### src/verilog/pdf_consts.vh
// Constants for the port D and port F pin function multiplexer.
`ifndef PDF_CONSTS_VH
`define PDF_CONSTS_VH
`define PDF_PORTF_W 4
`define PDF_PORTD_W 6
`define PDF_PORTF_ALL_ON 4'hF
`define PDF_PORTD_ALL_ON 6'h3F
`define PDF_PORTF_ZERO 4'h0
`define PDF_PORTD_ZERO 6'h00
`define PDF_SEL_W 8
`define PDF_SEL_RESET 8'h00
`define PDF_SEL_PIN0_BIT 4
`define PDF_SEL_PIN1_BIT 5
`define PDF_PIN0 0
`define PDF_PIN1 1
`define PDF_PIN2 2
`define PDF_PIN3 3
`define PDF_PIN4 4
`define PDF_PIN5 5
`define PDF_CS_FOR_PIN0 2
`define PDF_CS_FOR_PIN1 3
`define PDF_CS_FOR_PIN2 4
`define PDF_CS_FOR_PIN3 5
`define PDF_CS_FOR_PIN4 6
`define PDF_CS_FOR_PIN5 7
`define PDF_CS_LO 2
`define PDF_CS_HI 5
`define PDF_FUNC_W 2
`define PDF_FUNC_GPIO 2'h1
`define PDF_FUNC_PERIPH 2'h2
`endif

### src/verilog/pdf_sync2.v
// Two flip-flop synchroniser for one pin input.
`timescale 1ns/100ps
module pdf_sync2 (
  input wire clk,
  input wire reset,
  input wire async_in,
  output reg sync_out
);
  reg stage1;

  always @(posedge clk) begin
    if (reset) begin
      stage1 <= 1'b1;
      sync_out <= 1'b1;
    end else begin
      stage1 <= async_in;
      sync_out <= stage1;
    end
  end
endmodule // pdf_sync2

### src/verilog/pdf_pin_cell.v
// One generic pin cell: selects between GPIO and a peripheral drive, registers the pad controls.
`timescale 1ns/100ps
module pdf_pin_cell (
  input wire clk,
  input wire reset,
  input wire periph_sel,
  input wire gpio_dir,
  input wire gpio_data,
  input wire periph_out,
  input wire periph_oe,
  input wire pullup_en,
  input wire pin_in,
  output reg pad_out,
  output reg pad_oe,
  output reg pad_pullup,
  output wire pin_value
);
  always @(posedge clk) begin
    if (reset) begin
      pad_out <= 1'b0;
      pad_oe <= 1'b0;
      pad_pullup <= 1'b1;
    end else begin
      pad_out <= periph_sel ? periph_out : gpio_data;
      pad_oe <= periph_sel ? periph_oe : gpio_dir;
      pad_pullup <= pullup_en;
    end
  end

  pdf_sync2 u_sync (
    .clk(clk),
    .reset(reset),
    .async_in(pin_in),
    .sync_out(pin_value)
  );
endmodule // pdf_pin_cell

### src/verilog/pdf_pin_mux.v
// Pin function multiplexer for four port F pins and six port D pins.
//
// Functional notes
// [RULE1] Data bus pins float while external bus idle; here a set bus_drive_control_bit with ext_data_write drives them.
// [RULE2] Data pins reset to bus function; reprogram.
// [RULE3] Cleared port F pull-up bit disables pull-up.
// [RULE4] Each GPIO pin individually input or output.
// [RULE5] Pin 0: enable bit 0, select bit 4.
// [RULE6] Pin 1: enable bit 1, select bit 5.
// [RULE7] Chip selects follow interface region decode.
// [RULE8] Chip selects float while external bus idle; here a set bus_drive_control_bit keeps them driven.
// [RULE9] Port D pins 2 to 5 reset GPIO.
// [RULE10] Cleared port D pull-up bit disables pull-up.
// [RULE11] CAN receive keeps pull-up always active.
// [RULE12] Cleared enable returns pin to GPIO.
`timescale 1ns/100ps
`include "pdf_consts.vh"
module pdf_pin_mux (
  input wire clk,
  input wire reset,
  input wire [3:0] port_f_pullup_enable,
  input wire [3:0] port_f_gpio_enable,
  input wire [3:0] port_f_direction,
  input wire [3:0] port_f_data_out,
  input wire [5:0] port_d_pullup_enable,
  input wire [5:0] port_d_peripheral_enable,
  input wire [5:0] port_d_direction,
  input wire [5:0] port_d_data_out,
  input wire [7:0] system_function_select,
  input wire bus_drive_control_bit,
  input wire ext_bus_active,
  input wire [3:0] ext_data_out,
  input wire ext_data_write,
  input wire [7:2] chip_select_n,
  input wire can_second_transmit,
  input wire [3:0] port_f_pin_in,
  input wire [5:0] port_d_pin_in,
  output wire [3:0] port_f_pin_out,
  output wire [3:0] port_f_pin_oe,
  output wire [3:0] port_f_pin_pullup,
  output wire [5:0] port_d_pin_out,
  output wire [5:0] port_d_pin_oe,
  output wire [5:0] port_d_pin_pullup,
  output reg [3:0] port_f_data_in,
  output reg [3:0] ext_data_in,
  output reg [5:0] port_d_data_in,
  output reg can_second_receive
);
  wire [3:0] f_sync;
  wire [5:0] d_sync;
  wire drive_bus;
  reg [3:0] f_sel;
  reg [3:0] f_oe_periph;
  reg [5:0] d_sel;
  reg [5:0] d_out_periph;
  reg [5:0] d_oe_periph;
  reg [5:0] d_pullup;
  wire bus_write_drive;
  wire can_rx_mode;

  // Bus pins are driven only during an access unless the drive bit keeps them driven.
  assign drive_bus = ext_bus_active | bus_drive_control_bit; // [RULE1] [RULE8]
  assign bus_write_drive = drive_bus & ext_data_write; // [RULE1]
  assign can_rx_mode = port_d_peripheral_enable[`PDF_PIN1] &
    system_function_select[`PDF_SEL_PIN1_BIT];

  always @* begin
    // Port F: gpio enable clear selects the bus function, which is the reset default.
    f_sel = ~port_f_gpio_enable; // [RULE2]
    f_oe_periph = {`PDF_PORTF_W{bus_write_drive}}; // [RULE1]
  end

  always @* begin
    d_sel = port_d_peripheral_enable; // [RULE12]
    d_pullup = port_d_pullup_enable; // [RULE10]
    // A cleared pull-up bit must not leave a CAN receive line floating.
    if (can_rx_mode) begin
      d_pullup[`PDF_PIN1] = 1'b1; // [RULE11]
    end
  end

  always @* begin
    d_out_periph = `PDF_PORTD_ZERO;
    d_oe_periph = `PDF_PORTD_ZERO;
    // Pin 0: CAN transmit is open drain, so it drives only the dominant low.
    if (system_function_select[`PDF_SEL_PIN0_BIT]) begin // [RULE5]
      d_out_periph[`PDF_PIN0] = 1'b0;
      d_oe_periph[`PDF_PIN0] = ~can_second_transmit;
    end else begin
      d_out_periph[`PDF_PIN0] = chip_select_n[`PDF_CS_FOR_PIN0]; // [RULE7]
      d_oe_periph[`PDF_PIN0] = drive_bus; // [RULE8]
    end
    // Pin 1: CAN receive is an input only.
    if (system_function_select[`PDF_SEL_PIN1_BIT]) begin // [RULE6]
      d_out_periph[`PDF_PIN1] = 1'b0;
      d_oe_periph[`PDF_PIN1] = 1'b0;
    end else begin
      d_out_periph[`PDF_PIN1] = chip_select_n[`PDF_CS_FOR_PIN1]; // [RULE7]
      d_oe_periph[`PDF_PIN1] = drive_bus; // [RULE8]
    end
    d_out_periph[`PDF_PIN2] = chip_select_n[`PDF_CS_FOR_PIN2]; // [RULE7]
    d_oe_periph[`PDF_PIN2] = drive_bus; // [RULE8]
    d_out_periph[`PDF_PIN3] = chip_select_n[`PDF_CS_FOR_PIN3]; // [RULE7]
    d_oe_periph[`PDF_PIN3] = drive_bus; // [RULE8]
    d_out_periph[`PDF_PIN4] = chip_select_n[`PDF_CS_FOR_PIN4]; // [RULE7]
    d_oe_periph[`PDF_PIN4] = drive_bus; // [RULE8]
    d_out_periph[`PDF_PIN5] = chip_select_n[`PDF_CS_FOR_PIN5]; // [RULE7]
    d_oe_periph[`PDF_PIN5] = drive_bus; // [RULE8]
  end

  // Port F cells: the peripheral side is the external data bus.
  pdf_pin_cell u_cell_f0 (
    .clk(clk),
    .reset(reset),
    .periph_sel(f_sel[`PDF_PIN0]), // [RULE2]
    .gpio_dir(port_f_direction[`PDF_PIN0]), // [RULE4]
    .gpio_data(port_f_data_out[`PDF_PIN0]),
    .periph_out(ext_data_out[`PDF_PIN0]),
    .periph_oe(f_oe_periph[`PDF_PIN0]), // [RULE1]
    .pullup_en(port_f_pullup_enable[`PDF_PIN0]), // [RULE3]
    .pin_in(port_f_pin_in[`PDF_PIN0]),
    .pad_out(port_f_pin_out[`PDF_PIN0]),
    .pad_oe(port_f_pin_oe[`PDF_PIN0]),
    .pad_pullup(port_f_pin_pullup[`PDF_PIN0]),
    .pin_value(f_sync[`PDF_PIN0])
  );

  pdf_pin_cell u_cell_f1 (
    .clk(clk),
    .reset(reset),
    .periph_sel(f_sel[`PDF_PIN1]), // [RULE2]
    .gpio_dir(port_f_direction[`PDF_PIN1]), // [RULE4]
    .gpio_data(port_f_data_out[`PDF_PIN1]),
    .periph_out(ext_data_out[`PDF_PIN1]),
    .periph_oe(f_oe_periph[`PDF_PIN1]), // [RULE1]
    .pullup_en(port_f_pullup_enable[`PDF_PIN1]), // [RULE3]
    .pin_in(port_f_pin_in[`PDF_PIN1]),
    .pad_out(port_f_pin_out[`PDF_PIN1]),
    .pad_oe(port_f_pin_oe[`PDF_PIN1]),
    .pad_pullup(port_f_pin_pullup[`PDF_PIN1]),
    .pin_value(f_sync[`PDF_PIN1])
  );

  pdf_pin_cell u_cell_f2 (
    .clk(clk),
    .reset(reset),
    .periph_sel(f_sel[`PDF_PIN2]), // [RULE2]
    .gpio_dir(port_f_direction[`PDF_PIN2]), // [RULE4]
    .gpio_data(port_f_data_out[`PDF_PIN2]),
    .periph_out(ext_data_out[`PDF_PIN2]),
    .periph_oe(f_oe_periph[`PDF_PIN2]), // [RULE1]
    .pullup_en(port_f_pullup_enable[`PDF_PIN2]), // [RULE3]
    .pin_in(port_f_pin_in[`PDF_PIN2]),
    .pad_out(port_f_pin_out[`PDF_PIN2]),
    .pad_oe(port_f_pin_oe[`PDF_PIN2]),
    .pad_pullup(port_f_pin_pullup[`PDF_PIN2]),
    .pin_value(f_sync[`PDF_PIN2])
  );

  pdf_pin_cell u_cell_f3 (
    .clk(clk),
    .reset(reset),
    .periph_sel(f_sel[`PDF_PIN3]), // [RULE2]
    .gpio_dir(port_f_direction[`PDF_PIN3]), // [RULE4]
    .gpio_data(port_f_data_out[`PDF_PIN3]),
    .periph_out(ext_data_out[`PDF_PIN3]),
    .periph_oe(f_oe_periph[`PDF_PIN3]), // [RULE1]
    .pullup_en(port_f_pullup_enable[`PDF_PIN3]), // [RULE3]
    .pin_in(port_f_pin_in[`PDF_PIN3]),
    .pad_out(port_f_pin_out[`PDF_PIN3]),
    .pad_oe(port_f_pin_oe[`PDF_PIN3]),
    .pad_pullup(port_f_pin_pullup[`PDF_PIN3]),
    .pin_value(f_sync[`PDF_PIN3])
  );

  // Port D cells: the peripheral side is a chip select or the CAN lines.
  pdf_pin_cell u_cell_d0 (
    .clk(clk),
    .reset(reset),
    .periph_sel(d_sel[`PDF_PIN0]), // [RULE5]
    .gpio_dir(port_d_direction[`PDF_PIN0]), // [RULE4]
    .gpio_data(port_d_data_out[`PDF_PIN0]),
    .periph_out(d_out_periph[`PDF_PIN0]),
    .periph_oe(d_oe_periph[`PDF_PIN0]),
    .pullup_en(d_pullup[`PDF_PIN0]), // [RULE10]
    .pin_in(port_d_pin_in[`PDF_PIN0]),
    .pad_out(port_d_pin_out[`PDF_PIN0]),
    .pad_oe(port_d_pin_oe[`PDF_PIN0]),
    .pad_pullup(port_d_pin_pullup[`PDF_PIN0]),
    .pin_value(d_sync[`PDF_PIN0])
  );

  pdf_pin_cell u_cell_d1 (
    .clk(clk),
    .reset(reset),
    .periph_sel(d_sel[`PDF_PIN1]), // [RULE6]
    .gpio_dir(port_d_direction[`PDF_PIN1]), // [RULE4]
    .gpio_data(port_d_data_out[`PDF_PIN1]),
    .periph_out(d_out_periph[`PDF_PIN1]),
    .periph_oe(d_oe_periph[`PDF_PIN1]),
    .pullup_en(d_pullup[`PDF_PIN1]), // [RULE11]
    .pin_in(port_d_pin_in[`PDF_PIN1]),
    .pad_out(port_d_pin_out[`PDF_PIN1]),
    .pad_oe(port_d_pin_oe[`PDF_PIN1]),
    .pad_pullup(port_d_pin_pullup[`PDF_PIN1]),
    .pin_value(d_sync[`PDF_PIN1])
  );

  pdf_pin_cell u_cell_d2 (
    .clk(clk),
    .reset(reset),
    .periph_sel(d_sel[`PDF_PIN2]), // [RULE9]
    .gpio_dir(port_d_direction[`PDF_PIN2]), // [RULE4]
    .gpio_data(port_d_data_out[`PDF_PIN2]),
    .periph_out(d_out_periph[`PDF_PIN2]),
    .periph_oe(d_oe_periph[`PDF_PIN2]),
    .pullup_en(d_pullup[`PDF_PIN2]), // [RULE10]
    .pin_in(port_d_pin_in[`PDF_PIN2]),
    .pad_out(port_d_pin_out[`PDF_PIN2]),
    .pad_oe(port_d_pin_oe[`PDF_PIN2]),
    .pad_pullup(port_d_pin_pullup[`PDF_PIN2]),
    .pin_value(d_sync[`PDF_PIN2])
  );

  pdf_pin_cell u_cell_d3 (
    .clk(clk),
    .reset(reset),
    .periph_sel(d_sel[`PDF_PIN3]), // [RULE9]
    .gpio_dir(port_d_direction[`PDF_PIN3]), // [RULE4]
    .gpio_data(port_d_data_out[`PDF_PIN3]),
    .periph_out(d_out_periph[`PDF_PIN3]),
    .periph_oe(d_oe_periph[`PDF_PIN3]),
    .pullup_en(d_pullup[`PDF_PIN3]), // [RULE10]
    .pin_in(port_d_pin_in[`PDF_PIN3]),
    .pad_out(port_d_pin_out[`PDF_PIN3]),
    .pad_oe(port_d_pin_oe[`PDF_PIN3]),
    .pad_pullup(port_d_pin_pullup[`PDF_PIN3]),
    .pin_value(d_sync[`PDF_PIN3])
  );

  pdf_pin_cell u_cell_d4 (
    .clk(clk),
    .reset(reset),
    .periph_sel(d_sel[`PDF_PIN4]), // [RULE9]
    .gpio_dir(port_d_direction[`PDF_PIN4]), // [RULE4]
    .gpio_data(port_d_data_out[`PDF_PIN4]),
    .periph_out(d_out_periph[`PDF_PIN4]),
    .periph_oe(d_oe_periph[`PDF_PIN4]),
    .pullup_en(d_pullup[`PDF_PIN4]), // [RULE10]
    .pin_in(port_d_pin_in[`PDF_PIN4]),
    .pad_out(port_d_pin_out[`PDF_PIN4]),
    .pad_oe(port_d_pin_oe[`PDF_PIN4]),
    .pad_pullup(port_d_pin_pullup[`PDF_PIN4]),
    .pin_value(d_sync[`PDF_PIN4])
  );

  pdf_pin_cell u_cell_d5 (
    .clk(clk),
    .reset(reset),
    .periph_sel(d_sel[`PDF_PIN5]), // [RULE9]
    .gpio_dir(port_d_direction[`PDF_PIN5]), // [RULE4]
    .gpio_data(port_d_data_out[`PDF_PIN5]),
    .periph_out(d_out_periph[`PDF_PIN5]),
    .periph_oe(d_oe_periph[`PDF_PIN5]),
    .pullup_en(d_pullup[`PDF_PIN5]), // [RULE10]
    .pin_in(port_d_pin_in[`PDF_PIN5]),
    .pad_out(port_d_pin_out[`PDF_PIN5]),
    .pad_oe(port_d_pin_oe[`PDF_PIN5]),
    .pad_pullup(port_d_pin_pullup[`PDF_PIN5]),
    .pin_value(d_sync[`PDF_PIN5])
  );

  always @(posedge clk) begin
    if (reset) begin
      port_f_data_in <= `PDF_PORTF_ZERO;
    end else begin
      port_f_data_in <= f_sync; // [RULE4]
    end
  end

  // The bus view reads the same synchronised levels, so it never races the GPIO view.
  always @(posedge clk) begin
    if (reset) begin
      ext_data_in <= `PDF_PORTF_ZERO;
    end else begin
      ext_data_in <= f_sync;
    end
  end

  always @(posedge clk) begin
    if (reset) begin
      port_d_data_in <= `PDF_PORTD_ZERO;
    end else begin
      port_d_data_in <= d_sync; // [RULE4]
    end
  end

  // Receive reads recessive high whenever the pin is not handed to CAN receive.
  always @(posedge clk) begin
    if (reset) begin
      can_second_receive <= 1'b1;
    end else if (can_rx_mode) begin
      can_second_receive <= d_sync[`PDF_PIN1]; // [RULE6]
    end else begin
      can_second_receive <= 1'b1; // [RULE11]
    end
  end
endmodule // pdf_pin_mux

### config.mk
export PLATFORM = sky130hd
export DESIGN_NAME = pdf_pin_mux
export DESIGN_NICKNAME = d
export VERILOG_FILES = /design/src/verilog/pdf_sync2.v /design/src/verilog/pdf_pin_cell.v /design/src/verilog/pdf_pin_mux.v
export VERILOG_INCLUDE_DIRS = /design/src /design/src/verilog
export SDC_FILE = /design/constraint.sdc
export NUM_CORES = 1
export LEC_CHECK = 0
export BUFFER_PORTS_ARGS = -buffer_cell sky130_fd_sc_hd__buf_2
export CAP_MARGIN = 20
export CORE_MARGIN = 3
export CORE_UTILIZATION = 41
export CTS_CLUSTER_SIZE = 10
export DETAILED_ROUTE_END_ITERATION = 6
export PLACE_DENSITY = 0.8
export SYNTH_ARGS = -nofsm -noshare
export SYNTH_HDL_FRONTEND = slang
export SYNTH_SLANG_ARGS = --single-unit
### constraint.sdc
create_clock -name clk -period 2.05 [get_ports clk]
set_clock_uncertainty 0.15 [all_clocks]
set_input_delay 0.205 -clock clk [delete_from_list [all_inputs] [get_ports clk]]
set_output_delay 0.205 -clock clk [all_outputs]
set_load 0.02 [all_outputs]
==> impl_metrics.tcl, run 1 <==
set metrics [dict create \
    rsz0062_at_grt "no" \
    crit_chain "dlygate4sd3_1, buf_2, mux2i_1, dlygate4sd3_1, nor2_1" \
    required_ns 2.12 \
    largest_reg_flops 6 \
    worstMarginPinSlew_ns 0.459 \
    htree_levels 3 \
    drv_cap 0 \
    dieArea_um2 6000 \
    arrival_ns 1.70 \
    p_leak_uw 0.00150 \
    finalSetupViolCount 0 \
    start_util 0.435 \
    wl_mm 4.78 \
    relSlewSlack 0.692 \
    final_layout_size_suffix_gt1_frac 0.384 \
    slew_viol_final 0 \
    powerDensity_nw_per_um2 879 \
    final.setup.tns_ns 0 \
    clock_path_buffers 2 \
    area_growth_pct 52.6 \
    cts_made_buffers 9 \
    place_congestion 0.671 \
    diodes 0 \
    fin_crit_ns 1.62 \
    synth_warnings 0 \
    post-route-drc-count 0 \
    dpl.hpwl_mm 2.88 \
    path_depth 5 \
    synth_compound_area_frac 0.0514 \
    whs_path_depth 3 \
    synth.distinct_cells 20 \
    crit_top_cell "dlygate4sd3_1" \
    cp-start-kind "input port" \
    netlist_instances 196 \
    top_regs "port_d_data_in x6, ext_data_in x4" \
    vias 1702 \
    die_h_um 77.5 \
    crit_slowest_cell "dlygate4sd3_1" \
    fp.coreArea_um2 4820 \
    fillers 388 \
    synthAdderAreaFrac 0 \
    synthTopCellsByArea "dfxtp_1, buf_4, or2_1" \
    end_kind "flip-flop" \
    netlist_area_um2 2090 \
    avgSynthCellArea_um2 10.7 \
    ctsHoldBuffers 52 \
    gr-total-overflow 0 \
    drt-pass1-iter-count 4 \
    rr_worst_depth 3 \
    clkLatencyLatePin_ns 0.34 \
    yosysTopAreaCell "dfxtp_1" \
    grt_pass1_vias 1811 \
    finalCritPeriodShare 0.793 \
    status "finished clean" \
    antenna_left 0 \
    max_stage_delay_ns 0.58 \
    drt-initial-drc-count 51 \
    hp-class "in -> reg" \
    whs_ns 0.0148 \
    fmax_mhz 615 \
    cts_num_sinks 61 \
    synth-seq-cells 61 \
    cts_resized 0 \
    synthMuxAreaShare 0.0383 \
    port_buffers 112 \
    seq_area_frac_synth 0.583 \
    cts_root_buffer "clkbuf_8" \
    ir_drop_mv 0.785 \
    fp-row-count 25 \
    synthSimpleGateAreaFrac 0.181 \
    synth.net_count 270 \
    top_register "port_d_data_in" \
    boundaryPins 119 \
    grt_pass1_wl_mm 7.71 \
    cts_tree "done" \
    path_class "in -> reg" \
    timing.final.hold_violations 0 \
    synth_top_family_by_area "simple AND/OR/NAND/NOR gates" \
    track_usage 0.170 \
    path_clk_slew_ns 0.07 \
    post-cts-setup-buffer-count 0 \
    synthXorXnorAreaFrac 0 \
    grt_start_max_net_pins 44 \
    path_max_fanout 3 \
    final_nets 405 \
    antenna_found_initial 0 \
    wl_per_cell_um 11.9 \
    timing.critical_path.buf_inv 3 \
    routed_via_density 4.22 \
    critPathTopFamily "buffers and inverters" \
    synth_top_area_share 0.583 \
    die_w_um 77.5 \
]
worst register-to-register path: cells and delay by family, from the launching register on:
kind,cells,cell delay [ns]
buf+inv,1,0.56
simple gates,2,0.21
flops,1,0.31
final timing paths:
check,startpoint,to,slack [ns]
worst min-delay path,port_f_gpio_enable[2],u_cell_f2.pad_oe,0.01
worst max register to register,u_cell_d1.u_sync.sync_out,can_second_receive,0.71
worst max-delay path,port_d_peripheral_enable[4],u_cell_d4.pad_out,0.43
worst min register to register,u_cell_f1.u_sync.stage1,u_cell_f1.u_sync.sync_out,0.25
layout make-up:
| type | instances | area (um2) | area share |
|---|---|---|---|
| timing repair buffer | 165 | 1100 | 0.345 |
| multi-input combinational | 94 | 567 | 0.177 |
| tap | 67 | 83.8 | 0.0262 |
| clock buffer | 9 | 124 | 0.0388 |
| sequential | 61 | 1220 | 0.382 |
| clock inverter | 7 | 97.6 | 0.0306 |
kinds of logic (layout without fill, tap and decap cells):
group,Yosys count,in the layout
and+or+nand+nor,70,70
DFF,61,61
buffers and inverters,41,181
AOI/OAI and AO/OA,16,16
muxes,8,8
cell usage in the layout (no fill, tap or decap):
cell,count
a211o_1,1
a211oi_1,4
a21oi_1,4
and2b_1,1
buf_12,1
buf_2,112
bufinv_16,2
clkbuf_8,9
clkinv_2,1
clkinvlp_4,2
dfxtp_1,61
dlygate4sd3_1,52
inv_6,2
mux2i_1,8
nand2_1,5
nand2b_1,3
nand3_1,1
nand3b_1,1
nor2_1,19
nor2b_1,11
o21a_1,4
o21ai_0,1
o21ai_1,1
o311ai_0,1
or2_1,29
synth_stat cells:
cell,instances
nand2_1,5
buf_6,2
a211oi_1,4
nand2b_1,3
or2_1,29
buf_4,35
o21ai_0,1
o21ai_1,1
nand3b_1,1
buf_2,4
dfxtp_1,61
o21a_1,4
nor2b_1,11
o311ai_0,1
a21oi_1,4
a211o_1,1
mux2i_1,8
nor2_1,19
nand3_1,1
and2b_1,1
per-layer routing:
metal / part of all wire / routed length (um) / vias to the layer above / global-route usage
li1: - / - / 855 / -
met1: 0.35 / 1660 / 763 / 0.152
met2: 0.55 / 2640 / 70 / 0.319
met3: 0.068 / 326 / 14 / 0.0568
met4: 0.030 / 143 / 0 / 0.110
met5: 0 / 0 / - / 0
through the flow:
step / power (uW) / instance area (um2) / utilization / setup WS (ns) / cells
after floorplan: 1500 / 2090 / - / 1.10 / 196
after global placement: 1570 / 2450 / 0.509 / 0.851 / 335
after detailed placement: 1580 / 2450 / 0.509 / 0.838 / 335
after CTS: 2830 / 3190 / 0.663 / 0.480 / 403
after global routing: 2940 / 3190 / 0.663 / 0.353 / 403
final: 2810 / 3190 / 0.663 / 0.425 / 403
where the power goes:
group          switching [uW]  leakage [uW]  internal, uW
registers                15.2      0.000509          1250
clock network             479      0.000106           690
logic                     174      0.000884           196
total                     669       0.00150          2140
Power figures use the tool's default switching activity.
==> run 2, diff against run 1 <==
==> constraint.sdc (replaced) <==
create_clock -name clk -period 1.6 [get_ports clk]
set_clock_uncertainty 0.15 [all_clocks]
set_input_delay 0.16 -clock clk [delete_from_list [all_inputs] [get_ports clk]]
set_output_delay 0.16 -clock clk [all_outputs]
set_load 0.02 [all_outputs]
==> impl_metrics.tcl, run 2 (synthesis gave the netlist of run 1 again) <==
set metrics [dict create \
    crit_chain "dlygate4sd3_1, buf_2, a211o_1, dlygate4sd3_1" \
    final_nets 413 \
    track_usage 0.188 \
    final_core_util 0.679 \
    power.total_uw 3570 \
    pwr-share-seq 0.455 \
    ir_drop_mv 0.629 \
    relSlewSlack 0.689 \
    required_ns 1.66 \
    p_leak_uw 0.00152 \
    dp_cells 336 \
    p_clk_frac 0.406 \
    grt_start_max_net_pins 27 \
    place_congestion 0.675 \
    clock_path_buffers 2 \
    path_max_fanout 3 \
    start_util 0.435 \
    pwr-share-comb 0.139 \
    dieArea_um2 6000 \
    crit_top_cell "dlygate4sd3_1" \
    grt_pass1_wl_mm 8.56 \
    gr-total-overflow 0 \
    status "complete, but fails checks" \
    fp.coreArea_um2 4820 \
    cts_num_sinks 61 \
    powerDensity_nw_per_um2 1090 \
    cts_made_buffers 9 \
    critPathTopFamily "buffers and inverters" \
    r2r_end "can_second_receive" \
    final_layout_size_suffix_gt1_frac 0.378 \
    whs_ns -0.0689 \
    drt-pass1-iter-count 4 \
    clkLatencyLatePin_ns 0.33 \
    slew_viol_final 0 \
    area_growth_pct 56.2 \
    cts_root_buffer "clkbuf_8" \
    path_class "in -> reg" \
    wl_per_cell_um 12.8 \
    finalSetupViolCount 0 \
    fmax_mhz 637 \
    end_kind "flip-flop" \
    cts_tree "done" \
    top_regs "port_d_data_in x6, ext_data_in x4" \
    reg2reg_setup_slack_ns 0.23 \
    post-route-drc-count 0 \
    grt_pass1_vias 1946 \
    htree_levels 3 \
    intPower_uw 2740 \
    largest_reg_flops 6 \
    worstMarginPinSlew_ns 0.464 \
    min_from "port_f_data_out[3]" \
    max_stage_delay_ns 0.54 \
    antenna_found_initial 0 \
    die_h_um 77.5 \
    rr_worst_depth 3 \
    layoutNonFillerInstCount 412 \
    finalCritPeriodShare 0.981 \
    port_buffers 112 \
    timing.final.hold_violations 1 \
    fp-row-count 25 \
    post-cts-setup-buffer-count 0 \
    cp-start-kind "input port" \
    fin_crit_ns 1.57 \
    routed_via_density 4.25 \
    final.setup.tns_ns 0 \
    vias 1751 \
    die_w_um 77.5 \
    drt-initial-drc-count 64 \
    arrival_ns 1.63 \
    whs_path_depth 3 \
    violations "hold timing" \
    final_common_cell "buf_2" \
    worstHoldEndpoint "u_cell_f3.pad_out" \
    dpl.hpwl_mm 2.96 \
    switchingPower_uw 828 \
    antenna_left 0 \
    boundaryPins 119 \
    wl_mm 5.26 \
    top_register "port_d_data_in" \
    timing.critical_path.buf_inv 3 \
    final_cell_mix "buf_2, dfxtp_1, dlygate4sd3_1" \
    crit_slowest_cell "dlygate4sd3_1" \
    hp-class "in -> reg" \
    drv_cap 0 \
    netSwitchingFraction 0.232 \
    rr_startpoint "u_cell_d1.u_sync.sync_out" \
    path_clk_slew_ns 0.06 \
]
==> run 2: per-layer routing <==
metal  vias to the layer above  track usage  wire length (um)
met2                        74        0.372              2970
met1                       790        0.160              1840
li1                        871            -                 -
met4                         0        0.117               145
met5                         -            0                 0
met3                        16       0.0534               300
==> run 2: worst max-delay path by stage <==
| stage | cells after the start | end | from |
|---|---|---|---|
| after floorplan | 1 | port_f_data_in[0] | ext_data_in[0] |
| after detailed placement | 3 | u_cell_d5.u_sync.stage1 | reset |
| after CTS | 4 | u_cell_d1.pad_pullup | system_function_select[5] |
| after global routing | 5 | u_cell_f2.pad_out | port_f_gpio_enable[2] |
| final | 4 | u_cell_d1.pad_pullup | system_function_select[5] |
| after global placement | 4 | u_cell_f2.pad_oe | bus_drive_control_bit |
==> run 2: worst register-to-register path: stages (launching register included) <==
cell and delay [ns]:
dfxtp_1 0.31, nor2_1 0.15, nand3_1 0.10, dlygate4sd3_1 0.56
==> run 2: area by class of cell <==
| type | count | area (um2) |
|---|---|---|
| clock inverters | 6 | 87.6 |
| clock buffers | 10 | 128 |
| diodes | 1 | 2.50 |
| flip-flops and latches | 61 | 1220 |
| fillers | 383 | 1550 |
| repair buffers | 173 | 1170 |
| well taps | 67 | 83.8 |
| multi-input cells | 94 | 577 |
==> run 2: repair_timing <==
action                     4_1_cts  5_1_grt
gates resized for setup          0        2
hold endpoints to repair        41        0
hold buffers                    63        0
setup endpoints to repair        0        6
==> run 2: power by group through the flow <==
| stage | clock (uW) | combinational, uW | sequential, uW |
|---|---|---|---|
| 2_1_floorplan | 0 | 246 | 1680 |
| 3_3_place_gp | 0 | 357 | 1660 |
| 3_5_place_dp | 0 | 365 | 1660 |
| 4_1_cts | 1470 | 495 | 1620 |
| 5_1_grt | 1560 | 539 | 1630 |
| 6_report | 1450 | 497 | 1630 |
==> run 2: per-stage QoR <==
step	instance area [um2]	setup WS (ns)
floorplan	2090	0.695
global placement	2450	0.451
global route	3270	-0.0106
CTS	3290	0.0682
finish	3270	0.0312
detailed placement	2450	0.440
